[src/rt_flags_pkg.sv]
// Constants for the remote terminal status flag register bank
package rt_flags_pkg;
   // Register byte offsets on the register bus
   localparam logic [7:0] OFS_FLAGS = 8'h00;
   localparam logic [7:0] OFS_CONFIG = 8'h04;
   localparam logic [7:0] OFS_IRQ_STATUS = 8'h08;
   localparam logic [7:0] OFS_IRQ_MASK = 8'h0c;
   localparam logic [7:0] OFS_LAST_RESP = 8'h10;

   // Flag register field positions
   localparam int TF_POS = 0;
   localparam int BCA_POS = 1;
   localparam int SSF_POS = 2;
   localparam int BUSY_POS = 3;
   localparam int BCAST_POS = 4;
   localparam int SVC_POS = 8;
   localparam int INST_POS = 9;
   localparam int MERR_POS = 10;
   localparam int TXCLR_POS = 15;
   // Host-writable bits (15, 9-8, 3-0) and the bits a transmit-then-clear wipes (15, 9-5, 3-0)
   localparam logic [15:0] FLAGS_WR_MASK = 16'h830f;
   localparam logic [15:0] TXCLR_WIPE_MASK = 16'h83ef;
   localparam logic [15:0] FLAGS_RESET = 16'h0000;

   // Configuration register fields
   localparam int VEC_OPT_POS = 0;
   localparam int BUSY_INT_OPT_POS = 2;
   localparam logic [2:0] CONFIG_RESET = 3'h0;

   // Interrupt status / mask fields
   localparam int IRQ_MSG_DONE_POS = 0;
   localparam int IRQ_SSF_CLEARED_POS = 1;
   localparam int IRQ_W = 2;
   localparam logic [IRQ_W-1:0] IRQ_RESET = 2'h0;

   // Mode codes of interest
   localparam logic [4:0] MC_TX_VECTOR = 5'h10;
   localparam int STATUS_BITS_W = 11;

   typedef enum logic [1:0] {
      BUS_IDLE = 2'b00,
      BUS_ACK = 2'b01
   } bus_state_t;
endpackage

[src/rt_status_word_flag_bits.sv]
// Status flag register bank of a 1553 remote terminal with an Avalon-MM slave
// Summary of operation
// - Busy flag sets Busy in every response
// - Descriptor busy bit sets Busy per command
// - Busy response suppresses transmit data words
// - Busy message sets was-busy in message info
// - Busy interrupt option adds was-busy bit
// - Busy alone raises no interrupt
// - Subsystem flag is register OR pin
// - Vector word command clears subsystem fail bit
// - Terminal flag bit sets status terminal flag
// - Terminal flag suppresses transmitted data words
// - Register bits 10-0 go into status word
// - Transmit-then-clear wipes bits after status sent
//
// Chosen here: register access over Avalon-MM and the placing of the registers.
`timescale 1ns/100ps
module rt_status_word_flag_bits
   import rt_flags_pkg::*;
(
   input wire logic sys_clk,
   input wire logic rst_n,
   // Avalon-MM slave
   input wire logic [7:0] avs_address,
   input wire logic avs_read,
   input wire logic avs_write,
   input wire logic [31:0] avs_writedata,
   input wire logic [3:0] avs_byteenable,
   output logic [31:0] avs_readdata,
   output logic avs_waitrequest,
   // External subsystem fail pin, asynchronous
   input wire logic subsystem_fail_input_pin,
   // Protocol engine: valid command decoded, response about to start
   input wire logic cmd_valid,
   input wire logic cmd_transmit,
   input wire logic cmd_mode,
   input wire logic [4:0] cmd_mode_code,
   input wire logic cmd_desc_busy,
   // Protocol engine: status word has left the transmitter
   input wire logic status_sent,
   // Protocol engine: message finished, with its outcome
   input wire logic msg_done,
   input wire logic msg_error,
   input wire logic msg_broadcast,
   // Response control toward the encoder
   output logic resp_valid,
   output logic [STATUS_BITS_W-1:0] status_word_bits,
   output logic resp_busy,
   output logic suppress_data,
   output logic bus_control_accept_flag,
   // Message and interrupt information words toward the buffer writer
   output logic info_valid,
   output logic was_busy_flag,
   output logic was_busy_interrupt_bit,
   output logic irq
);

   // Synchroniser for the pin; only stage two is read by logic
   logic ssf_pin_meta_q;
   logic ssf_pin_q;

   logic [15:0] flags_q;
   logic [15:0] flags_d;
   logic [2:0] config_q;
   logic [2:0] config_d;
   logic [IRQ_W-1:0] irq_status_q;
   logic [IRQ_W-1:0] irq_status_d;
   logic [IRQ_W-1:0] irq_mask_q;
   logic [IRQ_W-1:0] irq_mask_d;
   bus_state_t bus_state_q;
   bus_state_t bus_state_d;
   logic [31:0] readdata_q;
   logic [31:0] readdata_d;

   logic resp_valid_q;
   logic [STATUS_BITS_W-1:0] status_bits_q;
   logic resp_busy_q;
   logic suppress_q;
   logic msg_busy_q;
   logic txclr_armed_q;
   logic txclr_armed_d;
   logic info_valid_q;
   logic was_busy_q;
   logic was_busy_int_q;

   // Register bus decode
   wire bus_req = avs_read | avs_write;
   wire bus_take = bus_req && (bus_state_q == BUS_ACK);
   wire wr_take = bus_take && avs_write;
   // Read data is loaded in the wait cycle so it already stands at the accepting
   // edge; a register change landing on that same edge shows on the next read
   wire rd_load = avs_read && (bus_state_q == BUS_IDLE);
   wire sel_flags = (avs_address == OFS_FLAGS);
   wire sel_config = (avs_address == OFS_CONFIG);
   wire sel_irq_status = (avs_address == OFS_IRQ_STATUS);
   wire sel_irq_mask = (avs_address == OFS_IRQ_MASK);
   wire sel_last = (avs_address == OFS_LAST_RESP);

   function automatic logic [15:0] lane_merge(input logic [15:0] old_v,
                                             input logic [31:0] wdata,
                                             input logic [3:0] be);
      logic [15:0] r;
      r = old_v;
      if (be[0]) begin
         r[7:0] = wdata[7:0];
      end
      if (be[1]) begin
         r[15:8] = wdata[15:8];
      end
      return r;
   endfunction

   wire [15:0] flags_wr_val = lane_merge(flags_q, avs_writedata, avs_byteenable);
   wire [15:0] config_wr_val = lane_merge({13'h0000, config_q}, avs_writedata,
                                          avs_byteenable);
   wire [15:0] w1c_val = lane_merge(16'h0000, avs_writedata, avs_byteenable);
   wire [15:0] mask_wr_val = lane_merge({14'h0000, irq_mask_q}, avs_writedata,
                                        avs_byteenable);
   wire flags_wr = wr_take && sel_flags;

   // Command classification
   wire vec_opt = config_q[VEC_OPT_POS];
   wire busy_int_opt = config_q[BUSY_INT_OPT_POS];
   wire is_tx_vector = cmd_mode && cmd_transmit && (cmd_mode_code == MC_TX_VECTOR);
   wire ssf_auto_clear = cmd_valid && is_tx_vector && !vec_opt;
   // Subaddress transmit, or a mode code 16-31 that sends a data word
   wire data_bearing_tx = cmd_transmit && (!cmd_mode || cmd_mode_code[4]);
   wire busy_now = flags_q[BUSY_POS] | cmd_desc_busy;
   wire tf_now = flags_q[TF_POS];
   wire ssf_reg_now = flags_q[SSF_POS] && !ssf_auto_clear;
   // The snapshot is taken at command time so host writes hit the next response
   wire [STATUS_BITS_W-1:0] status_now = {flags_q[MERR_POS:BUSY_POS+1],
                                          busy_now,
                                          ssf_reg_now | ssf_pin_q,
                                          flags_q[BCA_POS],
                                          tf_now};
   wire suppress_now = data_bearing_tx && (busy_now || tf_now);
   wire txclr_fire = status_sent && txclr_armed_q;

   // Flag register next value
   always_comb begin
      flags_d = flags_q;
      if (txclr_fire) begin
         flags_d = flags_q & ~TXCLR_WIPE_MASK;
      end
      if (ssf_auto_clear) begin
         flags_d[SSF_POS] = 1'b0;
      end
      if (msg_done) begin
         flags_d[MERR_POS] = msg_error;
         flags_d[BCAST_POS] = msg_broadcast;
      end
      // A host write beats the automatic clears so a fresh set is not lost
      if (flags_wr) begin
         flags_d = (flags_d & ~FLAGS_WR_MASK) | (flags_wr_val & FLAGS_WR_MASK);
      end
   end

   // Transmit-then-clear is armed for the response whose command saw it set
   always_comb begin
      txclr_armed_d = txclr_armed_q;
      if (cmd_valid) begin
         txclr_armed_d = flags_q[TXCLR_POS];
      end else if (status_sent) begin
         txclr_armed_d = 1'b0;
      end
   end

   always_comb begin
      config_d = config_q;
      if (wr_take && sel_config) begin
         config_d = config_wr_val[2:0];
      end
   end

   // Busy never raises an event by itself; only message completion and the
   // automatic subsystem fail clear do
   wire [IRQ_W-1:0] irq_events = {ssf_auto_clear, msg_done};
   always_comb begin
      irq_status_d = irq_status_q;
      if (wr_take && sel_irq_status) begin
         irq_status_d = irq_status_q & ~w1c_val[IRQ_W-1:0];
      end
      irq_status_d = irq_status_d | irq_events;
   end

   always_comb begin
      irq_mask_d = irq_mask_q;
      if (wr_take && sel_irq_mask) begin
         irq_mask_d = mask_wr_val[IRQ_W-1:0];
      end
   end

   // Read mux; unmapped addresses read zero and ignore writes
   always_comb begin
      readdata_d = 32'h0000_0000;
      if (sel_flags) begin
         readdata_d[15:0] = flags_q;
      end else if (sel_config) begin
         readdata_d[2:0] = config_q;
      end else if (sel_irq_status) begin
         readdata_d[IRQ_W-1:0] = irq_status_q;
      end else if (sel_irq_mask) begin
         readdata_d[IRQ_W-1:0] = irq_mask_q;
      end else if (sel_last) begin
         readdata_d[STATUS_BITS_W-1:0] = status_bits_q;
         readdata_d[16] = resp_busy_q;
         readdata_d[17] = suppress_q;
         readdata_d[18] = ssf_pin_q;
      end
   end

   // One wait cycle per access, then the answer
   always_comb begin
      bus_state_d = BUS_IDLE;
      case (bus_state_q)
         BUS_IDLE: begin
            bus_state_d = bus_req ? BUS_ACK : BUS_IDLE;
         end
         BUS_ACK: begin
            bus_state_d = BUS_IDLE;
         end
         default: begin
            bus_state_d = BUS_IDLE;
         end
      endcase
   end

   assign avs_waitrequest = bus_req && (bus_state_q != BUS_ACK);
   assign avs_readdata = readdata_q;

   always_ff @(posedge sys_clk) begin
      ssf_pin_meta_q <= subsystem_fail_input_pin;
      ssf_pin_q <= ssf_pin_meta_q;
   end

   always_ff @(posedge sys_clk) begin
      if (!rst_n) begin
         flags_q <= FLAGS_RESET;
         config_q <= CONFIG_RESET;
         irq_status_q <= IRQ_RESET;
         irq_mask_q <= IRQ_RESET;
         bus_state_q <= BUS_IDLE;
         txclr_armed_q <= 1'b0;
      end else begin
         flags_q <= flags_d;
         config_q <= config_d;
         irq_status_q <= irq_status_d;
         irq_mask_q <= irq_mask_d;
         bus_state_q <= bus_state_d;
         txclr_armed_q <= txclr_armed_d;
      end
   end

   always_ff @(posedge sys_clk) begin
      if (!rst_n) begin
         readdata_q <= 32'h0000_0000;
      end else if (rd_load) begin
         readdata_q <= readdata_d;
      end
   end

   // Response snapshot, held until the next command
   always_ff @(posedge sys_clk) begin
      if (!rst_n) begin
         resp_valid_q <= 1'b0;
         status_bits_q <= '0;
         resp_busy_q <= 1'b0;
         suppress_q <= 1'b0;
         msg_busy_q <= 1'b0;
      end else begin
         resp_valid_q <= cmd_valid;
         if (cmd_valid) begin
            status_bits_q <= status_now;
            resp_busy_q <= busy_now;
            suppress_q <= suppress_now;
            msg_busy_q <= busy_now;
         end
      end
   end

   // Message and interrupt information word flags, one pulse per message
   always_ff @(posedge sys_clk) begin
      if (!rst_n) begin
         info_valid_q <= 1'b0;
         was_busy_q <= 1'b0;
         was_busy_int_q <= 1'b0;
      end else begin
         info_valid_q <= msg_done;
         if (msg_done) begin
            was_busy_q <= msg_busy_q;
            was_busy_int_q <= msg_busy_q && busy_int_opt;
         end
      end
   end

   assign resp_valid = resp_valid_q;
   assign status_word_bits = status_bits_q;
   assign resp_busy = resp_busy_q;
   assign suppress_data = suppress_q;
   // The bus controller's dynamic bus control command is accepted only if set
   assign bus_control_accept_flag = flags_q[BCA_POS];
   assign info_valid = info_valid_q;
   assign was_busy_flag = was_busy_q;
   assign was_busy_interrupt_bit = was_busy_int_q;
   assign irq = |(irq_status_q & irq_mask_q);

endmodule

[config.mk]
export PLATFORM = sky130hd
export DESIGN_NAME = rt_status_word_flag_bits
export DESIGN_NICKNAME = d
export VERILOG_FILES = /design/src/rt_flags_pkg.sv /design/src/rt_status_word_flag_bits.sv
export SDC_FILE = /design/constraint.sdc
export NUM_CORES = 1
export LEC_CHECK = 0
export BUFFER_PORTS_ARGS = -buffer_cell sky130_fd_sc_hd__buf_2
export CAP_MARGIN = 20
export CORE_MARGIN = 2
export CORE_UTILIZATION = 45
export DETAILED_ROUTE_END_ITERATION = 8
export PLACE_DENSITY = 0.84
export SLEW_MARGIN = 20
export SYNTH_ARGS = -nofsm -noshare
export SYNTH_HDL_FRONTEND = slang
export SYNTH_SLANG_ARGS = --single-unit
[constraint.sdc]
create_clock -name sys_clk -period 1.8 [get_ports sys_clk]
set_input_delay 0.09 -clock sys_clk [delete_from_list [all_inputs] [get_ports sys_clk]]
set_output_delay 0.09 -clock sys_clk [all_outputs]
set_load 0.02 [all_outputs]
==> out/metrics.cfg, run 1 <==
[run_status]
outcome=finished, final reports clean

[placement]
numPortBuffers=63
gp_congestion=0.8465
dpl.hpwl_mm=3.931

[synth]
yosysWarnings=0
postSynthAreaPerCell_um2=8.743
synth_top_area_share_pct=41.05
synth_top_cell_by_area=dfxtp_1
synth_cells=251
ys_ff_latch=45
seq_area_frac_synth_pct=41.05
synthesis.area_um2=2195
synth.area.top_cells=dfxtp_1, buf_4, mux2i_1
synth.distinct_cells=45

[layout]
regArea_um2=900.9
drive_gt1_share_pct=25.40
n_fill_cell=442
num_antenna_cells=0
areaGrowthSynthToFinish_pct=18.24
multiInputGateArea_um2=1116
nNetsFinal=372

[worst_setup_path]
crit_type=register to register
start_kind=register
arrival_ns=1.70
cp_slowest_cell=dfxtp_1
path_delay_family=simple AND/OR/NAND/NOR gates
path_cells=nand3_1 > nor3_4 > and3_1 > mux2i_1
crit_path_end_kind=register
r2r_slack_ns=0.33
cp_num_buf_inv=0
crit_required_ns=2.03
reg2reg_depth=4
r2r_end=config_q[0]
worstPathMaxFanout=7
reg2reg_from=bus_state_q[0]
cpPeakStageDelay_ns=0.43

[global_route]
grt_pass1_vias=1784
grt_pass1_wl_mm=8.376
antenna_found_initial=0
grt-ovfl-total=0
grt_usage_pct=19.93
grt_max_degree=31

[cts]
cts_max_level=2
cts_max_path_buffers=2
cts.sinks=45
hold_buffers=1
clk_latency_ns=0.29
path_clk_slew_ns=0.08
ctsRootBufferMaster=clkbuf_8
tritoncts=yes
post-cts-setup-buffer-count=0
numCtsBuffers=5
ctsResizeCount=0

[floorplanning]
dieWidth_um=73.84
core_area_um2=4723
rows=25
start_util_pct=46.46
dieArea_um2=5452
io_pins=114
fp.dieH_um=73.84

[timing]
rsz0062_at_grt=false
maxSlewViolCount=0
setup_viol=0
hold_violations=0
finalCritPeriodShare_pct=81.73
skew_ns=0.004229
fmax_mhz=679.8
setup_tns_ns=0
period_needed_ns=1.471

[min_path]
min_from=avs_writedata[15]
whs_endpoint=flags_q[15]
hp-class=input pin to register
whs_path_depth=3

[drt]
firstDrtPassIters=4
num_vias=1960
wire_per_inst_um=13.76
drtIter0Drc=126
ant_nets=0
viasPerCell=5.185
totalWireLength_mm=5.201
remaining_drc_errors=0

[power]
leakage_nw=1.177
finalPower_w=0.002082
power.density_nw_per_um2=802.2
ir_worst_vdd_mv=0.3698

[job]
cap_violations=0

==> cells by family (layout without fill, tap and decap cells) <==
family | Yosys count | in the layout | share of synthesized area (%)
simple gates | 100 | 100 | 25.14
flops | 45 | 45 | 41.05
buf+inv | 44 | 82 | 11.86
compound gates | 47 | 47 | 15.39
mux | 14 | 14 | 6.385
other cells | 1 | 23 | 0.1709
==> registers in the layout (all words and copies together), names as in the netlist <==
name and flops:
resp_valid 1, info_valid 1, txclr_armed_q 1, suppress_data 1, bus_state_q 1, avs_readdata 12, ssf_pin_meta_q 1, irq_status_q 2
was_busy_flag 1, irq_mask_q 2, status_word_bits 8, was_busy_interrupt_bit 1, config_q 3, flags_q 9, ssf_pin_q 1
==> worst reg2reg max path, delay by kind of cell, from the launching register on <==
family        cells  cell delay, ns
simple gates      3            0.78
mux               1            0.21
flops             1            0.43
==> worst max-delay path by stage <==
stage                    from           to  slack [ns]  cells past startpoint
2_1_floorplan  avs_address[1]  config_q[0]        0.43                      5
3_3_place_gp   avs_address[1]  config_q[2]        0.25                      5
3_5_place_dp   avs_address[1]  config_q[0]        0.22                      5
4_1_cts        bus_state_q[0]  config_q[0]        0.33                      4
5_1_grt        bus_state_q[0]  config_q[0]        0.17                      4
6_report       bus_state_q[0]  config_q[0]        0.33                      4
==> power by group <==
part / internal [W] / switching, W
combinational: 0.0000885 / 0.000177
sequential: 0.00102 / 0.0000178
clock: 0.000452 / 0.000326
==> metrics by stage <==
| stage | setup slack, ns | hold WS (ns) | area, µm² | utilization, % | instances |
|---|---|---|---|---|---|
| floorplan | 0.4284 | 0.1177 | 2277 | - | 273 |
| global placement | 0.2527 | 0.2011 | 2469 | 52.26 | 369 |
| detailed placement | 0.2203 | 0.1948 | 2469 | 52.26 | 369 |
| CTS | 0.3292 | 0.01014 | 2595 | 54.94 | 378 |
| global route | 0.1665 | 0.04171 | 2595 | 54.94 | 378 |
| finish | 0.3289 | 0.01762 | 2595 | 54.94 | 378 |
==> area by class of cell <==
| type | instances | area share (%) |
|---|---|---|
| clock buffers | 7 | 3.327 |
| clock inverters | 1 | 1.157 |
| inverters | 6 | 0.8679 |
| multi-input cells | 184 | 43.01 |
| flip-flops and latches | 45 | 34.72 |
| well taps | 67 | 3.230 |
| repair buffers | 68 | 13.69 |
==> per-layer routing <==
layer,track usage [%],wire [µm],vias up
li1,-,-,957
met1,25.53,2276,915
met2,33.63,2527,84
met3,3.155,318,4
met4,7.273,78,0
met5,0,0,-
==> synth_stat cells, drive strengths merged <==
master	number
a31o	1
nor4b	1
o21ai	12
nand4	5
o211a	1
nor3	2
nand2b	6
a22o	1
clkbuf	11
nor2b	15
o2111ai	4
a21oi	4
and2	4
a221oi	5
o22ai	3
o41ai	1
o31ai	1
nand2	25
a21boi	6
conb	1
nor2	12
and4	1
nor3b	4
a2111o	2
and3b	1
or4	1
a22oi	2
nor4	2
and3	3
buf	27
inv	6
dfxtp	45
mux2i	14
o311ai	2
a31oi	1
nand3	17
or2	1
a41o	1
==> cells in the final DEF (no fill, tap or decap), types with 2 or more instances in the layout <==
cell type | Yosys | layout
buf_2 | 1 | 63
dfxtp_1 | 45 | 45
nand2_1 | 25 | 25
conb_1 | 1 | 23
nand3_1 | 17 | 17
nor2b_1 | 15 | 15
mux2i_1 | 14 | 14
o21ai_0 | 12 | 12
nor2_1 | 11 | 11
nand2b_1 | 6 | 6
inv_1 | 6 | 6
clkbuf_8 | 0 | 6
a221oi_1 | 5 | 5
nand4_1 | 5 | 5
a21oi_1 | 4 | 4
a21boi_1 | 4 | 4
o2111ai_1 | 4 | 4
buf_4 | 25 | 4
nor3b_1 | 3 | 3
and2_1 | 3 | 3
o22ai_1 | 3 | 3
and3_1 | 3 | 3
a21boi_0 | 2 | 2
nor4_1 | 2 | 2
a22oi_1 | 2 | 2
a2111o_1 | 2 | 2
o311ai_0 | 2 | 2
(Power assumes the default switching activity.)
==> run 2, diff against run 1 <==
--- a/config.mk
+++ b/config.mk
@@ -8,9 +8,9 @@
 export BUFFER_PORTS_ARGS = -buffer_cell sky130_fd_sc_hd__buf_2
 export CAP_MARGIN = 20
 export CORE_MARGIN = 2
-export CORE_UTILIZATION = 45
+export CORE_UTILIZATION = 41
 export DETAILED_ROUTE_END_ITERATION = 8
-export PLACE_DENSITY = 0.84
+export PLACE_DENSITY = 0.81
 export SLEW_MARGIN = 20
 export SYNTH_ARGS = -nofsm -noshare
 export SYNTH_HDL_FRONTEND = slang
==> constraint.sdc (replaced) <==
create_clock -name sys_clk -period 1.3 [get_ports sys_clk]
set_input_delay 0.065 -clock sys_clk [delete_from_list [all_inputs] [get_ports sys_clk]]
set_output_delay 0.065 -clock sys_clk [all_outputs]
set_load 0.02 [all_outputs]
==> run 2 against run 1 <==
  * Fmax is 16% higher
  * Worst hold slack worse by 0.012 ns
  * Power is 34% higher
  * Sequential share of layout area is 2.6 points lower
  * Non-clock buffer count is 23 higher
  * Wire length is 10% higher
  * Via count is 6.1% higher
  * Clock power is 19% higher
==> out/metrics.cfg, run 2 (synthesis results as in run 1) <==
[worst_setup_path]
start_kind=register
crit_required_ns=1.54
cp_slowest_cell=dfxtp_2
path_cells=nand3_4 > nor3_4 > and3_2 > mux2i_1
crit_path_end_kind=register
crit_type=register to register
arrival_ns=1.50
cpPeakStageDelay_ns=0.40
worstPathMaxFanout=5

[power]
leakage_nw=1.296
ir_worst_vdd_mv=0.4081
power.density_nw_per_um2=993.8
finalPower_w=0.002795

[global_route]
grt-ovfl-total=0
grt_pass1_vias=1963
grt_usage_pct=19.65
grt_pass1_wl_mm=9.287
antenna_found_initial=0
grt_max_degree=15

[cts]
cts_max_level=2
post-cts-setup-buffer-count=0
cts.sinks=45
cts_max_path_buffers=2
path_clk_slew_ns=0.09
numCtsBuffers=5
ctsRootBufferMaster=clkbuf_8
tritoncts=yes
clk_latency_ns=0.31

[floorplanning]
core_area_um2=5140
dieWidth_um=77.16
fp.dieH_um=77.16
dieArea_um2=5954
rows=26
io_pins=114
start_util_pct=42.70

[drt]
drtIter0Drc=113
firstDrtPassIters=4
remaining_drc_errors=0
ant_nets=0
viasPerCell=5.149
num_vias=2080
wire_per_inst_um=14.16
totalWireLength_mm=5.720

[layout]
largest_register_ffs=12
n_fill_cell=502
drive_gt1_share_pct=32.34
layout_commonest_cell=buf_2
areaGrowthSynthToFinish_pct=28.16
final_util_pct=54.72
num_antenna_cells=0
nNetsFinal=395
layout_common_cells=buf_2, dfxtp_1, nand2_1

[timing]
maxSlewViolCount=0
finalCritPeriodShare_pct=97.23
rsz0062_at_grt=true
setup_viol=0
hold_violations=0
skew_ns=0.007071
hold_ws_ns=0.005640
fmax_mhz=791.2
period_needed_ns=1.264

[run_status]
outcome=finished, final reports clean

[placement]
numPortBuffers=63
dpl.hpwl_mm=4.468
gp_congestion=0.9124

[job]
cap_violations=0

[min_path]
hp-class=input pin to register

run 2: changes by cell type in the layout (fill, tap and decap cells not counted), sizes merged:
cell,change
buf,+21
bufinv,-1
clkbuf,-1
clkinv,+2
dlygate4sd3,+2
run 2: through the flow:
| stage | instances | area [µm²] | setup TNS, ns | setup slack [ns] |
|---|---|---|---|---|
| 6_report | 404 | 2813 | 0 | 0.03604 |
| 5_1_grt | 404 | 2813 | -0.006187 | -0.006187 |
| 2_1_floorplan | 273 | 2277 | -0.1608 | -0.04658 |
| 3_3_place_gp | 393 | 2655 | -2.590 | -0.2001 |
| 3_5_place_dp | 393 | 2655 | -3.357 | -0.2989 |
| 4_1_cts | 404 | 2796 | 0 | 0.01969 |
run 2: cell type report:
| class | instances | area [µm²] | area share (%) |
|---|---|---|---|
| Clock inverter | 2 | 13.76 | 0.4893 |
| Inverter | 6 | 22.52 | 0.8007 |
| Multi-Input combinational cell | 184 | 1146 | 40.75 |
| Clock buffer | 6 | 82.58 | 2.936 |
| Timing Repair Buffer | 91 | 558.0 | 19.84 |
| Sequential cell | 45 | 902.1 | 32.07 |
| Tap cell | 70 | 87.58 | 3.114 |
run 2: worst max-delay path: cells and delay by family, from the launching register on:
kind / cells / cell delay [ns]
multiplexers: 1 / 0.21
flip-flops: 1 / 0.40
AND/OR/NAND/NOR: 3 / 0.58
run 2: path summary, 6_finish.rpt:
path / startpoint / endpoint / slack, ns / depth (start not counted)
max: bus_state_q[0] / config_q[2] / 0.04 / 4
min: avs_writedata[3] / flags_q[3] / 0.006 / 3
max reg2reg: bus_state_q[0] / config_q[2] / 0.04 / 4
min reg2reg: ssf_pin_meta_q / ssf_pin_q / 0.35 / 0
run 2: power breakdown:
group | total (W) | switching, W | internal (W)
clock | 0.000927 | 0.000496 | 0.000431
combinational | 0.000429 | 0.000261 | 0.000167
sequential | 0.00144 | 0.0000266 | 0.00141
run 2: timing repair:
item,CTS,global route
resized for setup,4,4
endpoints found under the setup margin,9,4
pin swaps,0,0
endpoints found under the hold margin,3,0
hold buffers,3,0
gates cloned,0,0
run 2: layer usage:
layer  global-route usage (%)  up-vias  part of all wire, %  routed length [µm]
met1                    25.69      967                   45                2557
met4                    8.750        0                  2.0                 113
met2                    32.43       97                   46                2654
met5                        0        -                    0                   0
met3                    2.353        9                  6.9                 394
li1                         -     1007                    -                   -
